### config.mk
export PLATFORM = sky130hd
export DESIGN_NAME = capture_bridge
export DESIGN_NICKNAME = d
export VERILOG_FILES = /design/src/capture_bridge.v
export VERILOG_INCLUDE_DIRS = /design/src
export SDC_FILE = /design/constraint.sdc
export NUM_CORES = 1
export LEC_CHECK = 0
export ABC_AREA = 1
export BUFFER_PORTS_ARGS = -buffer_cell sky130_fd_sc_hd__clkbuf_2
export CELL_PAD_IN_SITES_DETAIL_PLACEMENT = 0
export CELL_PAD_IN_SITES_GLOBAL_PLACEMENT = 1
export CORE_UTILIZATION = 43
export DETAILED_ROUTE_END_ITERATION = 8
export PLACE_DENSITY = 0.9
export SYNTH_ARGS = -nofsm -noshare
export SYNTH_HDL_FRONTEND = slang
export SYNTH_SLANG_ARGS = --single-unit
### constraint.sdc
create_clock -name clk -period 4.3 [get_ports clk]
set_clock_uncertainty 0.15 [all_clocks]
set_input_delay 0.215 -clock clk [delete_from_list [all_inputs] [get_ports clk]]
set_output_delay 0.215 -clock clk [all_outputs]
set_load 0.03 [all_outputs]
### src/capture_bridge_regs.vh
`ifndef CAPTURE_BRIDGE_REGS_VH
`define CAPTURE_BRIDGE_REGS_VH
// Output word width toward the FIFO and the cable
`define WORD_W 16
// Bits per sample for the two sample widths
`define SAMPLE_W16 6'h10
`define SAMPLE_W24 6'h18
// Power-up configuration load length in memory clock cycles, two clock cycles each
`define CFG_LOAD_CYCLES 16'h0400
// Cable strobe: cycles high and cycles low per transfer
`define XFER_STROBE_HI 4'h2
`define XFER_STROBE_LO 4'h2
// Transfer state codes
`define XS_IDLE 2'h0
`define XS_READ 2'h1
`define XS_HIGH 2'h2
`define XS_LOW 2'h3
`endif

### src/capture_bridge.v
// Behaviour
// - Accept 16 or 24-bit framed I/Q samples
// - Pack serial frame bits into 16-bit words
// - Pace FIFO-to-card transfers with handshake strobe
// - Undecimated mode bypasses FIFO, one sample per converter clock
// - Steer control data line by write or read
// - Load configuration from serial memory at power-up
// - Light done LED after configuration loaded
`timescale 1ns/1ps
`include "capture_bridge_regs.vh"
module capture_bridge #(
   parameter CFG_CYCLES = `CFG_LOAD_CYCLES
) (
   // Clock, enable, reset
   input wire clk,
   input wire clkEn,
   input wire sys_rst,
   // Mode selects from the host
   input wire wide24,
   input wire undecimated,
   // Framed serial output port of the receiver
   input wire serClk,
   input wire serFrame,
   input wire serData,
   input wire [1:0] rawSample,
   // Serial configuration memory
   output reg cfgMemClk,
   input wire cfgMemData,
   output reg cfgDone,
   // FIFO write side
   output reg [15:0] fifoWrData,
   output reg fifoWrEn_n,
   // FIFO read side
   input wire [15:0] fifoRdData,
   input wire fifoEmpty_n,
   output reg fifoRdEn_n,
   // Capture card cable
   output reg [15:0] cardData,
   output reg cardReq,
   input wire cardAck,
   // Control port toward host and receiver
   input wire hostSelect,
   input wire hostClock,
   input wire hostDataIn,
   input wire hostReadDir,
   output reg ctrl_port_select,
   output reg ctrl_port_clock,
   output reg ctrlPortDataOut,
   output reg ctrlPortDataOe,
   input wire ctrlPortDataIn,
   output reg hostDataOut
);

   // Two-flop synchronisers for every outside input except the FIFO read side, clkEn and sys_rst
   reg [1:0] s1_r;
   reg [1:0] s2_r;
   reg [3:0] sA1_r;
   reg [3:0] sA2_r;
   reg [7:0] sB1_r;
   reg [7:0] sB2_r;
   reg serClkD_r;
   always @(posedge clk or posedge sys_rst) begin
      if (sys_rst) begin
         s1_r <= 2'h0;
         s2_r <= 2'h0;
         sA1_r <= 4'h0;
         sA2_r <= 4'h0;
         sB1_r <= 8'h0;
         sB2_r <= 8'h0;
         serClkD_r <= 1'b0;
      end else if (clkEn) begin
         s1_r <= {serFrame, serData};
         s2_r <= s1_r;
         sA1_r <= {serClk, rawSample, cardAck};
         sA2_r <= sA1_r;
         sB1_r <= {wide24, undecimated, hostSelect, hostClock, hostDataIn, hostReadDir,
            ctrlPortDataIn, cfgMemData};
         sB2_r <= sB1_r;
         serClkD_r <= sA2_r[3];
      end
   end

   wire serRise = sA2_r[3] & ~serClkD_r;
   wire frameS = s2_r[1];
   wire dataS = s2_r[0];
   wire ackS = sA2_r[0];
   wire modeW24 = sB2_r[7];
   wire modeRaw = sB2_r[6];

   // Power-up configuration load from serial memory
   reg [15:0] cfgCnt_r;
   reg [15:0] cfgShift_r;
   always @(posedge clk or posedge sys_rst) begin
      if (sys_rst) begin
         cfgCnt_r <= 16'h0000;
         cfgShift_r <= 16'h0000;
         cfgMemClk <= 1'b0;
         cfgDone <= 1'b0;
      end else if (clkEn && !cfgDone) begin
         cfgMemClk <= ~cfgMemClk;
         if (cfgMemClk) begin
            cfgShift_r <= {cfgShift_r[14:0], sB2_r[0]};
            cfgCnt_r <= cfgCnt_r + 16'h0001;
            if (cfgCnt_r == CFG_CYCLES[15:0] - 16'h0001) begin
               cfgDone <= 1'b1;
               cfgMemClk <= 1'b0;
            end
         end
      end
   end

   // Frame packer: bits into 16-bit words
   reg [5:0] bitCnt_r; // Up to 48 bits per frame
   reg [4:0] wordBit_r;
   reg [15:0] pack_r;
   reg inFrame_r;
   wire [5:0] sampleLen = modeW24 ? `SAMPLE_W24 : `SAMPLE_W16;
   wire [15:0] packNxt = {pack_r[14:0], dataS};
   always @(posedge clk or posedge sys_rst) begin
      if (sys_rst) begin
         bitCnt_r <= 6'h00;
         wordBit_r <= 5'h00;
         pack_r <= 16'h0000;
         inFrame_r <= 1'b0;
         fifoWrData <= 16'h0000;
         fifoWrEn_n <= 1'b1;
      end else if (clkEn) begin
         fifoWrEn_n <= 1'b1;
         if (cfgDone && !modeRaw && serRise) begin
            if (frameS) begin
               // Frame sync: fresh word boundary
               inFrame_r <= 1'b1;
               bitCnt_r <= 6'h01;
               wordBit_r <= 5'h01;
               pack_r <= {15'h0000, dataS};
            end else if (inFrame_r) begin
               pack_r <= packNxt;
               wordBit_r <= (wordBit_r == 5'h0f) ? 5'h00 : wordBit_r + 5'h01;
               if (wordBit_r == 5'h0f) begin
                  fifoWrData <= packNxt;
                  fifoWrEn_n <= 1'b0;
               end
               // Two samples (I then Q) per frame; stop after both
               if (bitCnt_r == sampleLen + sampleLen - 6'h01) begin
                  inFrame_r <= 1'b0;
                  if (wordBit_r != 5'h0f) begin
                     // Flush a partial word, left aligned
                     fifoWrData <= packNxt << (5'h0f - wordBit_r);
                     fifoWrEn_n <= 1'b0;
                  end
               end
               bitCnt_r <= bitCnt_r + 6'h01;
            end
         end
      end
   end

   // FIFO-to-card pacing and raw bypass
   reg [1:0] xs_r;
   reg [3:0] tCnt_r;
   always @(posedge clk or posedge sys_rst) begin
      if (sys_rst) begin
         xs_r <= `XS_IDLE;
         tCnt_r <= 4'h0;
         fifoRdEn_n <= 1'b1;
         cardData <= 16'h0000;
         cardReq <= 1'b0;
      end else if (clkEn) begin
         fifoRdEn_n <= 1'b1;
         if (modeRaw) begin
            // Buffered raw modulator output per converter clock
            xs_r <= `XS_IDLE;
            cardReq <= serRise & cfgDone;
            if (serRise && cfgDone) begin
               cardData <= {14'h0000, sA2_r[2:1]};
            end
         end else begin
            case (xs_r)
               `XS_IDLE: begin
                  cardReq <= 1'b0;
                  if (cfgDone && fifoEmpty_n && !ackS) begin
                     fifoRdEn_n <= 1'b0;
                     xs_r <= `XS_READ;
                  end
               end
               `XS_READ: begin
                  // FIFO registers the word on this edge
                  tCnt_r <= 4'h0;
                  xs_r <= `XS_HIGH;
               end
               `XS_HIGH: begin
                  // Read data stands one cycle after the read strobe
                  if (tCnt_r == 4'h0) begin
                     cardData <= fifoRdData;
                  end
                  cardReq <= 1'b1;
                  // Saturate so a slow card never relatches the word
                  if (tCnt_r != 4'hf) begin
                     tCnt_r <= tCnt_r + 4'h1;
                  end
                  if (tCnt_r >= `XFER_STROBE_HI - 4'h1 && ackS) begin
                     tCnt_r <= 4'h0;
                     xs_r <= `XS_LOW;
                  end
               end
               `XS_LOW: begin
                  cardReq <= 1'b0;
                  tCnt_r <= tCnt_r + 4'h1;
                  if (tCnt_r >= `XFER_STROBE_LO - 4'h1 && !ackS) begin
                     xs_r <= `XS_IDLE;
                  end
               end
               default: xs_r <= `XS_IDLE;
            endcase
         end
      end
   end

   // Control port buffering and data line direction
   always @(posedge clk or posedge sys_rst) begin
      if (sys_rst) begin
         ctrl_port_select <= 1'b1;
         ctrl_port_clock <= 1'b0;
         ctrlPortDataOut <= 1'b0;
         ctrlPortDataOe <= 1'b0;
         hostDataOut <= 1'b0;
      end else if (clkEn) begin
         ctrl_port_select <= sB2_r[5];
         ctrl_port_clock <= sB2_r[4];
         ctrlPortDataOut <= sB2_r[3];
         ctrlPortDataOe <= cfgDone & ~sB2_r[2];
         hostDataOut <= sB2_r[2] ? sB2_r[1] : 1'b0;
      end
   end

endmodule // capture_bridge

==> out/metrics.yaml <==
outcome: "finished, final reports clean"
post_drt_wl_per_cell_microns: 13.6
cp-start-kind: "flop"
dpl.hpwl_microns: 9030
m1WireLength_microns: 5770
die_w_microns: 119
final_core_util_pct: 54.1
ys_types: 44
cpMaxStageDelayCell: "dfrtp_1"
cp_max_fo: 25
final_area_sq_mm: 0.00717
die_h_microns: 119
hp-class: "in2reg"
tritoncts: "built"
worstSkewPairLatency_ns: 0.41
drive_gt1_share_pct: 17.1
max_slew_margin_pct: 26.5
critPathKind: "reg2reg"
arrival_ns: 3.10
crit_chain: "inv_2 -> nor2_2 -> inv_2 -> nor2_2 -> inv_2 -> nand2_1 -> nand2_2 -> a21oi_1 -> nand2_1"
crit_path_end: "fifoWrData[2]$_DFFE_PP0P_"
wl_met3_microns: 574
start_util_pct: 44.3
final_nets: 855
ys.warnings.count: 0
finalSetupTns_ns: 0
via_per_inst: 5.09
grt_usage_pct: 21.2
power.leakage_nw: 3.53
cts_resized: 0
worst_pin_slew_ns: 1.10
yosysSeqAreaShare_pct: 50.4
root_buffer: "clkbuf_16"
syn_nets: 759
finalNonFillerCells: 1000
place_ws_ns: 1.39
io_pins: 76
place_congestion: 0.931
report.final.setup_viol: 0
end_kind: "flop"
required_ns: 4.44
vias: 5087
reg2regPathDepth: 9
antenna_cells: 0
rsz0062_at_grt: "false"
drt_iter0_drc: 314
cts_hold_buf: 31
reg2reg_from: "wordBit_r[0]$_DFFE_PP0P_"
p_total_mw: 4.34
cts.htree.levels: 4
numPortBuffers: 74
powerDensity_mw_per_mm2: 606
drc: 0
clockBufferDepth: 2
antenna_left: 0
synthesis.area_per_instance_sq_um: 8.20
clock-sinks: 118
synthCells: 715
syn_to_final_growth_pct: 22.3
row_count: 42
peakVddDrop_mv: 0.357
routed_wl_microns: 13600
r2r-end: "fifoWrData[2]$_DFFE_PP0P_"
cts_buffers: 17
dp_cells: 937
maxCapViolCount: 0
grt_first_pass_wirelength_microns: 23700
finalCriticalPeriod_ns: 2.96
worstSetupStartpoint: "wordBit_r[0]$_DFFE_PP0P_"
clk_pin_slew_ns: 0.05
max_stage_delay_ns: 0.80
r2r_slack_ns: 1.34
drt-pass1-iter-count: 5
setup_ws_ns: 1.34
die_area_sq_mm: 0.0141
overflow: 0
grt_pass1_vias: 5096
grt_start_max_net_pins: 88
place_area_sq_mm: 0.00632
antenna_found_initial: 0
max_freq_mhz: 338
netlist_area_sq_mm: 0.00586
maxSlewViolCount: 0
period_share_pct: 68.7
crit_top_cell: "inv_2"
whs_ns: 0.148
dr_wl_met2_microns: 6800
hold_violations: 0
top_layer: "met4"
post-cts-setup-buffers: 0
coreArea_sq_mm: 0.0132
synth_seq_cells: 118
worst min-delay path by stage:
stage / start / end / slack [ns] / cells past startpoint
detailed placement: ctrlPortDataIn / sB1_r[1]$_DFFE_PP0P_ / 0.27 / 3
global placement: ctrlPortDataIn / sB1_r[1]$_DFFE_PP0P_ / 0.27 / 3
finish: clkEn / ctrl_port_select$_DFFE_PP1P_ / 0.15 / 4
floorplan: serData / s1_r[0]$_DFFE_PP0P_ / 0.18 / 2
global route: clkEn / ctrl_port_select$_DFFE_PP1P_ / 0.16 / 4
CTS: clkEn / ctrl_port_select$_DFFE_PP1P_ / 0.12 / 4
synthesized netlist by cell type, drive strengths merged:
master	number	area [sq um]
buf	13	92.6
nor4	1	6.26
a31oi	3	18.8
o21bai	1	7.51
dfrtp	115	2880
a21boi	2	15.0
nand2	189	727
nand4	3	18.8
nor2	38	184
ha	10	125
o22a	1	8.76
xor2	10	87.6
mux2	1	11.3
o22ai	14	87.6
dfstp	3	78.8
a21oi	23	119
inv	85	319
a22oi	1	7.51
o31ai	2	20.0
a22o	1	8.76
nor3	14	96.4
nand3b	2	15.0
and2	1	6.26
o211ai	3	22.5
xnor2	6	52.6
o21ai	62	310
clkinv	2	12.5
nand3	91	455
clkbuf	17	63.8
or2	1	6.26
power by group:
part	internal, mW	total, mW	switching (mW)
Clock	0.764	1.27	0.503
Combinational	0.448	1.42	0.968
Sequential	1.38	1.66	0.281
Total	2.59	4.34	1.75
per-layer routing:
metal | global-route usage [%] | vias up
li1 | - | 2511
met1 | 25.0 | 2416
met2 | 35.9 | 128
met3 | 5.79 | 32
met4 | 9.41 | 0
met5 | 0 | -
placed cells by master, fill, tap and decap left out, drive strengths merged, types with 2 or more instances in the layout:
| cell type | n |
|---|---|
| nand2 | 189 |
| nand4 | 3 |
| a21boi | 2 |
| dfstp | 3 |
| a21oi | 23 |
| clkinvlp | 5 |
| a31oi | 3 |
| buf | 2 |
| dfrtp | 115 |
| ha | 10 |
| clkinv | 8 |
| o22ai | 14 |
| nor2 | 38 |
| o211ai | 3 |
| nand3 | 91 |
| clkbuf | 95 |
| nand3b | 2 |
| dlygate4sd3 | 31 |
| xnor2 | 6 |
| o31ai | 2 |
| inv | 85 |
| o21ai | 62 |
| nor3 | 14 |
| xor2 | 10 |
worst max-delay path: cells and delay by family, from the launching register on:
kind	cells	cell delay (ns)
flops	1	0.80
buf+inv	3	0.55
compound gates	1	0.23
simple gates	5	1.10
cells by family after synthesis:
kind of cell / after synthesis / synth area share, %
adder cells (fa/ha/maj): 10 / 2.13
AND/OR/NAND/NOR: 340 / 25.8
multiplexers: 1 / 0.192
flip-flops: 118 / 50.4
AO/OA/AOI/OAI: 113 / 10.7
buffers and inverters: 117 / 8.32
XOR/XNOR: 16 / 2.39
cell type report:
| class | instances | area [sq um] |
|---|---|---|
| Fill cell | 1265 | 6080 |
| Sequential cell | 118 | 2960 |
| Multi-Input combinational cell | 480 | 2420 |
| Timing Repair Buffer | 107 | 696 |
| Clock buffer | 21 | 460 |
| Inverter | 87 | 334 |
| Tap cell | 176 | 220 |
| Clock inverter | 11 | 78.8 |
flip-flops by register name, indices dropped and copies added, names as in the netlist, 2 cells and up:
signal,flops
wordBit_r,5
sB1_r,7
sA2_r,4
sB2_r,7
bitCnt_r,6
s2_r,2
pack_r,15
tCnt_r,4
fifoWrData,16
xs_r,2
sA1_r,4
s1_r,2
cfgCnt_r,16
cardData,16
Note: power is estimated with default switching activity, not from simulation.
